File: src/inc/mic_regs_pkg.sv
package mic_regs_pkg;
  // Register numbers inside a page; data is one byte
  localparam logic [6:0] PAGE_SEL_ADDR = 7'h00;
  localparam logic [6:0] BIAS_ADDR = 7'h2e;
  localparam logic [6:0] PREAMP_ADDR = 7'h2f;
  localparam logic [6:0] POS_ROUTE_ADDR = 7'h30;
  localparam logic [6:0] NEG_ROUTE_ADDR = 7'h31;
  localparam logic [6:0] TIE_ADDR = 7'h32;
  // Page that holds this bank
  localparam logic [7:0] MIC_PAGE = 8'h01;
  // Reset values
  localparam logic [7:0] PAGE_RST = 8'h00;
  localparam logic [7:0] BIAS_RST = 8'h00;
  localparam logic [7:0] PREAMP_RST = 8'h80;
  localparam logic [7:0] POS_ROUTE_RST = 8'h00;
  localparam logic [7:0] NEG_ROUTE_RST = 8'h00;
  localparam logic [7:0] TIE_RST = 8'h00;
  // Writable bit masks; reserved bits are stored as zero
  localparam logic [7:0] BIAS_WMASK = 8'h8b;
  localparam logic [7:0] PREAMP_WMASK = 8'hff;
  localparam logic [7:0] POS_ROUTE_WMASK = 8'hfc;
  localparam logic [7:0] NEG_ROUTE_WMASK = 8'hf0;
  localparam logic [7:0] TIE_WMASK = 8'he0;
  // Bias register fields
  localparam int BIAS_PDN_BIT = 7;
  localparam int BIAS_FORCE_BIT = 3;
  localparam int BIAS_LVL_LSB = 0;
  // Preamp register fields
  localparam int PREAMP_FIXED_BIT = 7;
  localparam int PREAMP_GAIN_LSB = 0;
  localparam logic [6:0] PREAMP_GAIN_MAX = 7'h77;
  // Routing selector fields
  localparam int POS_LP_LSB = 6;
  localparam int POS_RP_LSB = 4;
  localparam int POS_LM_LSB = 2;
  localparam int NEG_CM_LSB = 6;
  localparam int NEG_LM_LSB = 4;
  // Tie register fields
  localparam int TIE_LP_BIT = 7;
  localparam int TIE_RP_BIT = 6;
  localparam int TIE_LM_BIT = 5;
  localparam int TIE_DONE_BIT = 0;
  // Bias levels
  typedef enum logic [1:0] {
    BIAS_OFF = 2'b00,
    BIAS_2V0 = 2'b01,
    BIAS_2V5 = 2'b10,
    BIAS_RAIL = 2'b11
  } bias_level_t;
  // Series resistance codes
  typedef enum logic [1:0] {
    ROUTE_OPEN = 2'b00,
    ROUTE_10K = 2'b01,
    ROUTE_20K = 2'b10,
    ROUTE_40K = 2'b11
  } route_sel_t;
  // Timing of the analog gain stepper
  localparam int CLK_PERIOD_NS = 50;
  localparam int GAIN_STEP_NS = 1000;
  localparam int GAIN_STEP_CYCLES = (GAIN_STEP_NS + CLK_PERIOD_NS - 1) / CLK_PERIOD_NS;
endpackage : mic_regs_pkg

File: src/mic_input_control_regs.sv
`timescale 1ns/1ns
// Behaviour
// - Bias D7 set means software power-down
// - Bias off unless forced, detect on, absent
// - Bias level field picks off/2V/2.5V/rail
// - Gain field is half-dB steps to 59.5
// - Positive route holds three resistance selectors
// - Negative route holds common-mode, left-neg selectors
// - Unrouted inputs tie to common mode if set
// - Status bit reads one once a written gain is applied; zero from reset
module mic_input_control_regs #(
  parameter int STEP_CYCLES = mic_regs_pkg::GAIN_STEP_CYCLES
) (
  input wire logic sys_clk,
  input wire logic nrst,
  input wire logic ce,
  input wire logic reg_wr,
  input wire logic reg_rd,
  input wire logic [6:0] reg_addr,
  input wire logic [7:0] reg_wdata,
  output logic [7:0] reg_rdata,
  input wire logic headset_detect_en,
  input wire logic headset_inserted,
  output logic sw_power_down,
  output logic mic_bias_supply_on,
  output logic [1:0] mic_bias_supply_level,
  output logic [6:0] mic_preamp_gain,
  output logic [1:0] left_pos_mic_input_sel,
  output logic [1:0] right_pos_mic_input_sel,
  output logic [1:0] left_neg_mic_input_pos_sel,
  output logic [1:0] common_mode_node_sel,
  output logic [1:0] left_neg_mic_input_neg_sel,
  output logic left_pos_mic_input_tie,
  output logic right_pos_mic_input_tie,
  output logic left_neg_mic_input_tie
);
  // A selector other than open means the input feeds the preamp
  function automatic logic route_used(input logic [1:0] sel);
    route_used = (sel != mic_regs_pkg::ROUTE_OPEN);
  endfunction : route_used

  // Masks a write byte; bits outside the mask become zero
  function automatic logic [7:0] masked(input logic [7:0] data, input logic [7:0] mask);
    masked = data & mask;
  endfunction : masked

  // Register file
  logic [7:0] page_reg; // Page select, register 0 of every page
  logic [7:0] bias_reg;
  logic [7:0] preamp_reg;
  logic [7:0] pos_route_reg;
  logic [7:0] neg_route_reg;
  logic [7:0] tie_reg; // Writable tie bits only; status added on read
  logic [7:0] rdata_reg;
  // Pin synchronisers for the headset inputs
  logic det_en_s1_reg, det_en_s2_reg;
  logic inserted_s1_reg, inserted_s2_reg;
  // Status from the stepper
  logic [6:0] applied_gain;
  logic gain_done;

  // Address decode; bank answers only while page one is selected
  // page gating
  wire logic page_ok = (page_reg == mic_regs_pkg::MIC_PAGE);
  wire logic hit_page = (reg_addr == mic_regs_pkg::PAGE_SEL_ADDR);
  wire logic hit_bias = page_ok && (reg_addr == mic_regs_pkg::BIAS_ADDR);
  wire logic hit_preamp = page_ok && (reg_addr == mic_regs_pkg::PREAMP_ADDR);
  wire logic hit_pos = page_ok && (reg_addr == mic_regs_pkg::POS_ROUTE_ADDR);
  wire logic hit_neg = page_ok && (reg_addr == mic_regs_pkg::NEG_ROUTE_ADDR);
  wire logic hit_tie = page_ok && (reg_addr == mic_regs_pkg::TIE_ADDR);
  wire logic wr_preamp = reg_wr && hit_preamp;

  // Effective gain target: fixed bit forces 0 dB
  // fixed 0 dB
  wire logic gain_fixed = preamp_reg[mic_regs_pkg::PREAMP_FIXED_BIT];
  wire logic [6:0] gain_field = preamp_reg[mic_regs_pkg::PREAMP_GAIN_LSB +: 7];
  // half-dB codes, clamp keeps reserved codes off the analog
  wire logic [6:0] gain_clamped =
    (gain_field > mic_regs_pkg::PREAMP_GAIN_MAX) ? mic_regs_pkg::PREAMP_GAIN_MAX : gain_field;
  wire logic [6:0] gain_target = gain_fixed ? 7'h00 : gain_clamped;

  // Read mux; unmapped numbers read zero
  wire logic [7:0] tie_read = {tie_reg[7:1], gain_done};
  wire logic [7:0] rd_mux =
    hit_page ? page_reg :
    hit_bias ? bias_reg :
    hit_preamp ? preamp_reg :
    hit_pos ? pos_route_reg :
    hit_neg ? neg_route_reg :
    hit_tie ? tie_read : 8'h00;

  // Headset pins come from outside; two flops before use
  always_ff @(posedge sys_clk or negedge nrst) begin
    if (!nrst) begin
      det_en_s1_reg <= 1'b0;
      det_en_s2_reg <= 1'b0;
      inserted_s1_reg <= 1'b0;
      inserted_s2_reg <= 1'b0;
    end else if (ce) begin
      det_en_s1_reg <= headset_detect_en;
      det_en_s2_reg <= det_en_s1_reg;
      inserted_s1_reg <= headset_inserted;
      inserted_s2_reg <= inserted_s1_reg;
    end
  end

  // Page select is reachable on any page
  always_ff @(posedge sys_clk or negedge nrst) begin
    if (!nrst) begin
      page_reg <= mic_regs_pkg::PAGE_RST;
    end else if (ce && reg_wr && hit_page) begin
      page_reg <= reg_wdata;
    end
  end

  // Bias and preamp registers; reserved bits stored as zero
  // reserved bits masked
  always_ff @(posedge sys_clk or negedge nrst) begin
    if (!nrst) begin
      bias_reg <= mic_regs_pkg::BIAS_RST;
      preamp_reg <= mic_regs_pkg::PREAMP_RST;
    end else if (ce) begin
      if (reg_wr && hit_bias) begin
        bias_reg <= masked(reg_wdata, mic_regs_pkg::BIAS_WMASK);
      end
      if (wr_preamp) begin
        preamp_reg <= masked(reg_wdata, mic_regs_pkg::PREAMP_WMASK);
      end
    end
  end

  // Routing and tie registers
  // positive selectors stored
  always_ff @(posedge sys_clk or negedge nrst) begin
    if (!nrst) begin
      pos_route_reg <= mic_regs_pkg::POS_ROUTE_RST;
      neg_route_reg <= mic_regs_pkg::NEG_ROUTE_RST;
      tie_reg <= mic_regs_pkg::TIE_RST;
    end else if (ce && reg_wr) begin
      if (hit_pos) begin
        pos_route_reg <= masked(reg_wdata, mic_regs_pkg::POS_ROUTE_WMASK);
      end
      if (hit_neg) begin
        neg_route_reg <= masked(reg_wdata, mic_regs_pkg::NEG_ROUTE_WMASK);
      end
      if (hit_tie) begin
        tie_reg <= masked(reg_wdata, mic_regs_pkg::TIE_WMASK);
      end
    end
  end

  // Read data is held in a flop until the next read
  always_ff @(posedge sys_clk or negedge nrst) begin
    if (!nrst) begin
      rdata_reg <= 8'h00;
    end else if (ce && reg_rd) begin
      rdata_reg <= rd_mux;
    end
  end

  // Gain stepper; a preamp write restarts it even with same value
  // write clears status
  gain_stepper #(
    .STEP_CYCLES(STEP_CYCLES)
  ) u_stepper (
    .sys_clk(sys_clk),
    .nrst(nrst),
    .ce(ce),
    .target(gain_target),
    .restart(wr_preamp),
    .applied(applied_gain),
    .done(gain_done)
  );

  // Bias supply control
  // power-down bit
  assign sw_power_down = bias_reg[mic_regs_pkg::BIAS_PDN_BIT];
  wire logic bias_gated = det_en_s2_reg && !inserted_s2_reg
    && !bias_reg[mic_regs_pkg::BIAS_FORCE_BIT];
  wire logic [1:0] bias_lvl = bias_reg[mic_regs_pkg::BIAS_LVL_LSB +: 2];
  assign mic_bias_supply_level = bias_lvl;
  assign mic_bias_supply_on = (bias_lvl != mic_regs_pkg::BIAS_OFF) && !bias_gated;

  // Applied gain comes from the stepper, never jumps
  assign mic_preamp_gain = applied_gain;

  // Routing selectors straight from storage
  assign left_pos_mic_input_sel = pos_route_reg[mic_regs_pkg::POS_LP_LSB +: 2];
  assign right_pos_mic_input_sel = pos_route_reg[mic_regs_pkg::POS_RP_LSB +: 2];
  assign left_neg_mic_input_pos_sel = pos_route_reg[mic_regs_pkg::POS_LM_LSB +: 2];
  assign common_mode_node_sel = neg_route_reg[mic_regs_pkg::NEG_CM_LSB +: 2];
  assign left_neg_mic_input_neg_sel = neg_route_reg[mic_regs_pkg::NEG_LM_LSB +: 2];

  // Tie to common mode only while the input is not routed
  // tie unrouted inputs
  assign left_pos_mic_input_tie = tie_reg[mic_regs_pkg::TIE_LP_BIT]
    && !route_used(left_pos_mic_input_sel);
  assign right_pos_mic_input_tie = tie_reg[mic_regs_pkg::TIE_RP_BIT]
    && !route_used(right_pos_mic_input_sel);
  assign left_neg_mic_input_tie = tie_reg[mic_regs_pkg::TIE_LM_BIT]
    && !route_used(left_neg_mic_input_pos_sel) && !route_used(left_neg_mic_input_neg_sel);

  assign reg_rdata = rdata_reg;
endmodule : mic_input_control_regs

File: src/gain_stepper.sv
`timescale 1ns/1ns
// Walks the applied preamp gain one half-dB code per step toward target
module gain_stepper #(
  parameter int STEP_CYCLES = mic_regs_pkg::GAIN_STEP_CYCLES
) (
  input wire logic sys_clk,
  input wire logic nrst,
  input wire logic ce,
  input wire logic [6:0] target,
  input wire logic restart,
  output logic [6:0] applied,
  output logic done
);
  typedef enum logic [1:0] {
    ST_IDLE = 2'b00,
    ST_WAIT = 2'b01,
    ST_STEP = 2'b10
  } step_state_t;

  step_state_t state_reg, state_next;
  logic [6:0] applied_reg, applied_next;
  logic [15:0] tick_reg, tick_next; // Step interval counter
  logic done_reg, done_next;

  // Step decision wires
  wire logic at_target = (applied_reg == target);
  wire logic tick_end = (tick_reg == 16'(STEP_CYCLES - 1));
  wire logic [6:0] toward = (applied_reg < target) ? applied_reg + 7'h01 : applied_reg - 7'h01;

  // Next state; restart always drops done, even mid-walk
  always_comb begin
    state_next = state_reg;
    applied_next = applied_reg;
    tick_next = tick_reg;
    done_next = done_reg;
    case (state_reg)
      ST_IDLE: begin
        if (restart) begin
          done_next = 1'b0;
          tick_next = 16'h0000;
          state_next = ST_WAIT;
        end
      end
      ST_WAIT: begin
        // Wait one step time between codes, so no zipper noise
        if (restart) begin
          tick_next = 16'h0000;
        end else if (tick_end) begin
          state_next = ST_STEP;
        end else begin
          tick_next = tick_reg + 16'h0001;
        end
        if (restart) begin
          done_next = 1'b0;
        end
      end
      ST_STEP: begin
        tick_next = 16'h0000;
        if (at_target) begin
          done_next = !restart;
          state_next = restart ? ST_WAIT : ST_IDLE;
        end else begin
          applied_next = toward;
          done_next = 1'b0;
          state_next = ST_WAIT;
        end
      end
      default: begin
        state_next = ST_IDLE;
      end
    endcase
  end

  // State registers
  always_ff @(posedge sys_clk or negedge nrst) begin
    if (!nrst) begin
      state_reg <= ST_IDLE;
      applied_reg <= 7'h00;
      tick_reg <= 16'h0000;
      done_reg <= 1'b0;
    end else if (ce) begin
      state_reg <= state_next;
      applied_reg <= applied_next;
      tick_reg <= tick_next;
      done_reg <= done_next;
    end
  end

  assign applied = applied_reg;
  assign done = done_reg;
endmodule : gain_stepper

File: config.mk
export PLATFORM = sky130hd
export DESIGN_NAME = mic_input_control_regs
export DESIGN_NICKNAME = d
export VERILOG_FILES = /design/src/inc/mic_regs_pkg.sv /design/src/mic_input_control_regs.sv /design/src/gain_stepper.sv
export SDC_FILE = /design/constraint.sdc
export NUM_CORES = 1
export LEC_CHECK = 0
export CAP_MARGIN = 20
export CORE_MARGIN = 1
export CORE_UTILIZATION = 48
export DETAILED_ROUTE_END_ITERATION = 7
export DONT_BUFFER_PORTS = 1
export SLEW_MARGIN = 20
export SYNTH_ARGS = -nofsm -noshare
export SYNTH_HDL_FRONTEND = slang
export SYNTH_SLANG_ARGS = --single-unit
File: constraint.sdc
create_clock -name sys_clk -period 9.6 [get_ports sys_clk]
set_clock_uncertainty 0.15 [all_clocks]
set_input_delay 0.48 -clock sys_clk [delete_from_list [all_inputs] [get_ports sys_clk]]
set_output_delay 0.48 -clock sys_clk [all_outputs]
set_load 0.005 [all_outputs]
==> impl_metrics.csv, run 1 <==
group,metric,value,unit
grt,grt.total_usage,23.0,%
hold_path,hold_depth,1,
finish,final_area,4220,sq um
floorplanning,initial_core_util,50.0,%
critical_path,r2r_cells,13,
grt,grt_pass1_vias,2886,
floorplanning,die_h,91.9,um
power,worst_ir_drop_vdd,0.0923,mV
placed_design,portBuffers,0,
grt,overflow,0,
timing,relSlewSlack,55.9,%
finish,nFillCells,708,
critical_path,worstReg2RegEnd,"u_stepper.applied[6]",
yosys,netlist_area,3880,sq um
critical_path,worstPathRequired,9.69,ns
yosys,synth_edf_count,0,
critical_path,r2r_start,"preamp_reg[4]",
power,p_leak,1.93,nW
yosys,syn-num-nets,398,
finish,drive_gt1_share,10.8,%
floorplanning,dieArea,8450,sq um
timing,rsz0062_at_grt,"no",
job,cap_violations,0,
critical_path,arrival,3.75,ns
finish,largest_reg_flops,16,
hold_path,hp-class,"input port to register",
clocking,htreeDepth,3,
grt,grt_max_degree,72,
timing,fin_crit,3.66,ns
status,status,"complete, no violations",
routing,drc,0,
grt,antenna_found_initial,0,
routing,wl_met3,486,um
finish,n_antenna_cell,0,
floorplanning,die_w,91.9,um
critical_path,rrSetupSlack,5.94,ns
finish,multi_input_area,2030,sq um
yosys,yosysSeqAreaShare,45.8,%
routing,viasPerCell,5.92,
routing,drt.antenna.violating_nets,0,
floorplanning,ios,54,
yosys,ys_ff_latch,71,
critical_path,critPathKind,"register to register",
timing,fin_tns_setup,0,ns
timing,worst_slew_pin_slew,0.657,ns
placed_design,gp_congestion,0.834,
routing,vias,2786,
finish,final-seq-area,1780,sq um
yosys,syn_inst,362,
clocking,cts_tree,"yes",
routing,top_layer,"met4",
grt,grt_pass1_wl,15000,um
floorplanning,row_count,32,
clocking,clk_pin_slew_worst_paths,0.08,ns
critical_path,start_kind,"register",
clocking,clock_path_buffers,2,
timing,drv_slew,0,
timing,hold_viol,0,
routing,drt_iter0_markers,84,
power,powerDensity,143,nW/um^2
finish,final_nets,400,
clocking,clk_latency,0.36,ns
clocking,root_buffer,"clkbuf_8",
hold_path,whs_endpoint,"u_stepper.state_reg[0]",
timing,fin_crit_sh,38.1,%
routing,first_pass_iters,5,
routing,wl_per_cell,18.6,um
finish,area_growth,8.60,%
timing,fmax,0.273,GHz
timing,finalSetupViolCount,0,
clocking,ctsResizeCount,0,
finish,mostFrequentLayoutCells,"dfrtp_1, mux2_1, nand2_1",
routing,wl_met2,4250,um
critical_path,endpoint_kind,"register",
hold_path,min_from,"ce",
yosys,yosys_most_used_dff,"dfrtp_1",
yosys,yosysWarnings,0,
placed_design,hpwl,6230,um
clocking,cts_sinks,71,
finish,final_common_cell,"dfrtp_1",
clocking,numCtsBuffers,9,
yosys,yosysUniqueCellTypes,61,
critical_path,worstPathMaxFanout,7,
routing,routed_wl,8780,um
yosys,ys_async_sr_fraction,100,%
routing,wl_met1,3920,um
placed_design,place_area,3960,sq um
floorplanning,core,7770,sq um
yosys,avgSynthCellArea,10.7,sq um
[worst max-delay path: stages, from the launching register on]
cell,delay [ns]
dfrtp_1,0.42
and4_1,0.25
or3b_2,0.45
ha_1,0.28
nand4_1,0.11
a21oi_1,0.05
or3_1,0.50
fa_1,0.49
a211oi_1,0.25
o21bai_1,0.11
a21oi_1,0.17
xnor2_1,0.13
nand2b_1,0.08
xnor2_1,0.12
[through the flow]
| step | setup slack (ns) | std cells | power, mW | hold WS [ns] | utilization [%] |
|---|---|---|---|---|---|
| floorplan | 6.20 | 362 | 0.329 | 0.0344 | - |
| global placement | 6.07 | 453 | 0.330 | 0.0367 | 51.0 |
| detailed placement | 5.94 | 453 | 0.330 | 0.0368 | 51.0 |
| CTS | 5.91 | 471 | 0.609 | 0.0615 | 54.3 |
| global route | 5.73 | 471 | 0.627 | 0.0600 | 54.3 |
| finish | 5.94 | 471 | 0.602 | 0.0783 | 54.3 |
[report_power, final]
| part | switching, mW | internal [mW] |
|---|---|---|
| registers | 0.00443 | 0.304 |
| logic | 0.0136 | 0.00936 |
| clock network | 0.122 | 0.148 |
[repair_timing]
action	in CTS	in global routing
hold buffers	2	0
hold endpoints to repair	71	0
buffers inserted	0	0
[logic make-up (layout without fill, tap and decap cells)]
family                   Yosys count  count (layout)  share of synthesized area [%]
AO/OA/AOI/OAI                     84              84                           13.2
XOR/XNOR                           8               8                           1.80
adder cells (fa/ha/maj)           14              14                           4.71
buffers and inverters             16              23                           1.84
flip-flops                        71              71                           45.8
multiplexers                      46              46                           13.2
AND/OR/NAND/NOR                  123             123                           19.4
[worst max-delay path by stage]
stage                        startpoint              endpoint  slack [ns]  cells past startpoint
after detailed placement  preamp_reg[4]  u_stepper.applied[6]        5.94                     13
after global routing      preamp_reg[4]  u_stepper.applied[6]        5.73                     13
final                     preamp_reg[4]  u_stepper.applied[6]        5.94                     13
after CTS                 preamp_reg[4]  u_stepper.applied[6]        5.91                     13
after floorplan           preamp_reg[4]  u_stepper.applied[6]        6.20                     13
after global placement    preamp_reg[4]  u_stepper.applied[6]        6.07                     13
[layer usage]
| layer | track usage, % | up-vias |
|---|---|---|
| met1 | 30.1 | 1340 |
| li1 | - | 1364 |
| met4 | 7.81 | 0 |
| met5 | 0 | - |
| met3 | 6.38 | 12 |
| met2 | 36.9 | 70 |
[cell type report]
type | count | area share [%]
Sequential cell | 71 | 42.2
Inverter | 5 | 0.445
Clock inverter | 6 | 2.23
Tap cell | 102 | 3.03
Multi-Input combinational cell | 275 | 48.2
Timing Repair Buffer | 2 | 0.890
Clock buffer | 10 | 3.03
[Yosys cell counts, drive strengths merged, types with 2 or more instances]
library cell | instances | area [sq um]
mux2i | 4 | 40.0
inv | 5 | 18.8
o31ai | 10 | 75.1
nor3 | 4 | 25.0
a22oi | 2 | 15.0
xnor2 | 6 | 52.6
dfrtp | 70 | 1750
nor3b | 4 | 30.0
or3 | 4 | 30.0
a21oi | 19 | 95.1
and3 | 7 | 43.8
o32ai | 2 | 17.5
or3b | 2 | 17.5
a31oi | 2 | 12.5
a21o | 3 | 22.5
mux2 | 42 | 473
nor2 | 20 | 75.1
o21bai | 3 | 22.5
clkbuf | 4 | 15.0
a211oi | 2 | 15.0
nand4 | 7 | 43.8
o21ai | 32 | 160
ha | 13 | 163
nand2 | 26 | 97.6
buf | 7 | 37.5
xor2 | 2 | 17.5
nor4b | 2 | 32.5
and4 | 2 | 17.5
a221oi | 2 | 17.5
nor2b | 4 | 25.0
nand2b | 12 | 82.6
and2 | 2 | 12.5
nand3 | 14 | 80.1
and4b | 2 | 20.0
nor4 | 7 | 86.3
No activity file was read; power rests on OpenSTA's default activity.
==> run 2: changes to the inputs <==
- ABC_AREA: unset -> 1
- clock period: 9.6 -> 3.47 ns (I/O delays scaled with it)
==> impl_metrics.csv, run 2 <==
group,metric,value,unit
placed_design,gp_congestion,0.836,
timing,setup_ws,0.473,ns
timing,worst_slew_pin_slew,0.455,ns
grt,antenna_found_initial,0,
yosys,synth_most_common_cell,"nand2_1",
finish,nFillCells,871,
placed_design,portBuffers,0,
routing,first_pass_iters,5,
finish,final_nets,617,
critical_path,r2r_start,"preamp_reg[4]",
power,worst_ir_drop_vdd,0.222,mV
finish,largest_reg_flops,16,
floorplanning,initial_core_util,49.5,%
clocking,cts_tree,"yes",
critical_path,worstPathRequired,3.57,ns
routing,vias,3762,
critical_path,critPathKind,"register to register",
finish,n_antenna_cell,0,
placed_design,place_ws,0.411,ns
yosys,syn-num-nets,607,
yosys,synth_edf_count,0,
yosys,syn_inst,571,
floorplanning,row_count,34,
routing,routed_wl,10200,um
routing,drt_iter0_markers,175,
clocking,clock_path_buffers,2,
critical_path,crit_path_end,"u_stepper.applied[6]",
floorplanning,dieArea,9340,sq um
critical_path,r2r_cells,15,
critical_path,worstReg2RegEnd,"u_stepper.applied[6]",
job,cap_violations,0,
power,powerDensity,513,nW/um^2
critical_path,worstPathMaxFanout,7,
grt,grt.total_usage,23.2,%
timing,hold_viol,0,
clocking,clk_pin_slew_worst_paths,0.08,ns
routing,drt.antenna.violating_nets,0,
yosys,ys_ff_latch,71,
critical_path,arrival,3.09,ns
timing,relSlewSlack,69.6,%
floorplanning,core,8680,sq um
critical_path,rrSetupSlack,0.47,ns
routing,drc,0,
hold_path,hp-class,"input port to register",
clocking,htreeDepth,3,
yosys,synth_common_cells,"nand2_1, dfrtp_1, inv_1",
yosys,yosys_most_used_dff,"dfrtp_1",
floorplanning,die_w,96.6,um
clocking,numCtsBuffers,9,
yosys,yosysTopAreaCell,"dfrtp_1",
clocking,cts_sinks,71,
grt,grt_pass1_wl,17400,um
yosys,synthTopCellsByArea,"dfrtp_1, nand2_1, inv_1",
timing,fin_crit,3.00,ns
critical_path,start_kind,"register",
yosys,synth_top_area_share,40.7,%
clocking,clk_latency,0.35,ns
timing,rsz0062_at_grt,"no",
timing,drv_slew,0,
timing,fin_tns_setup,0,ns
timing,worst_hold_slack,0.0613,ns
yosys,netlist_area,4300,sq um
yosys,yosysSeqAreaShare,41.4,%
timing,finalSetupViolCount,0,
yosys,ys_async_sr_fraction,100,%
finish,drive_gt1_share,10.2,%
placed_design,hpwl,7240,um
grt,grt_pass1_vias,3582,
timing,fmax,0.334,GHz
yosys,yosysWarnings,0,
routing,wl_per_cell,14.6,um
yosys,avgSynthCellArea,7.53,sq um
timing,fin_crit_sh,86.4,%
finish,area_growth,8.73,%
floorplanning,die_h,96.6,um
critical_path,startpoint,"preamp_reg[4]",
hold_path,hold_depth,3,
finish,final_area,4670,sq um
finish,final_common_cell,"nand2_1",
power,p_leak,2.28,nW
yosys,yosysUniqueCellTypes,34,
finish,mostFrequentLayoutCells,"nand2_1, dfrtp_1, inv_1",
placed_design,place_area,4320,sq um
routing,viasPerCell,5.42,
grt,grt_max_degree,72,
clocking,root_buffer,"clkbuf_8",
status,status,"complete, no violations",
floorplanning,ios,54,
critical_path,endpoint_kind,"register",
grt,overflow,0,
==> run 2: what timing repair did <==
action,4_1_cts,5_1_grt
setup endpoints to repair,0,1
setup buffers,0,0
hold buffers,13,0
resized for setup,0,1
endpoints found under the hold margin,109,0
==> run 2: power by group <==
part           switching, mW  total, mW  internal (mW)
combinational          0.481      0.741          0.260
clock                  0.354      0.694          0.340
sequential            0.0760      0.965          0.889
==> run 2: worst min path at each step <==
stage	from	endpoint	slack (ns)
after CTS	ce	reg_rdata[3]	0.04
final	ce	reg_rdata[3]	0.06
after global placement	nrst	u_stepper.applied[5]	-0.27
after global routing	ce	reg_rdata[6]	0.07
after floorplan	nrst	bias_reg[0]	-0.27
after detailed placement	nrst	u_stepper.applied[4]	-0.27
==> run 2: logic make-up (layout without fill, tap and decap cells) <==
family                   count (synthesis)  after routing  share of synthesized area (%)
buffers and inverters                   79             94                           8.53
flip-flops                              71             71                           41.4
AND/OR/NAND/NOR                        318            318                           33.5
adder cells (fa/ha/maj)                 14             14                           4.25
AO/OA/AOI/OAI                           87             87                           12.0
XOR/XNOR                                 2              2                          0.408
==> run 2: through the flow <==
stage          utilization [%]  instances  power, mW
4_1_cts                   53.8        694       2.43
3_5_place_dp              49.8        665       1.69
3_3_place_gp              49.8        665       1.66
5_1_grt                   53.9        694       2.59
6_report                  53.9        694       2.40
2_1_floorplan                -        571       1.57
==> run 2: area by class of cell <==
class / count / area (sq um) / share of cell area [%]
Multi-Input combinational cell: 421 / 2160 / 46.2
Sequential cell: 71 / 1780 / 38.0
Inverter: 63 / 238 / 5.09
Timing Repair Buffer: 15 / 163 / 3.48
Tap cell: 108 / 135 / 2.89
Clock buffer: 9 / 124 / 2.65
Clock inverter: 7 / 77.6 / 1.66
==> run 2: layer usage <==
metal  wire [um]  track usage, %  part of all wire [%]  up-vias
li1            -               -                     -     1910
met1        4670            30.4                    46     1761
met2        4880            38.4                    48       77
met3         433            4.55                   4.3       14
met4         176            7.58                   1.7        0
met5           0               0                     0        -
==> run 2: critical path, cell delays in order, from the launching register on <==
cell and delay (ns):
dfrtp_1 0.42, nand4_1 0.12, inv_1 0.07, o21ai_0 0.19, ha_1 0.29, a21oi_1 0.12
o21ai_0 0.09, nand2_1 0.11, nand3_2 0.17, ha_1 0.38, a21oi_1 0.18, o21ai_0 0.11
o21ai_0 0.26, nand3_1 0.12, nand2_1 0.07, nand2_1 0.04
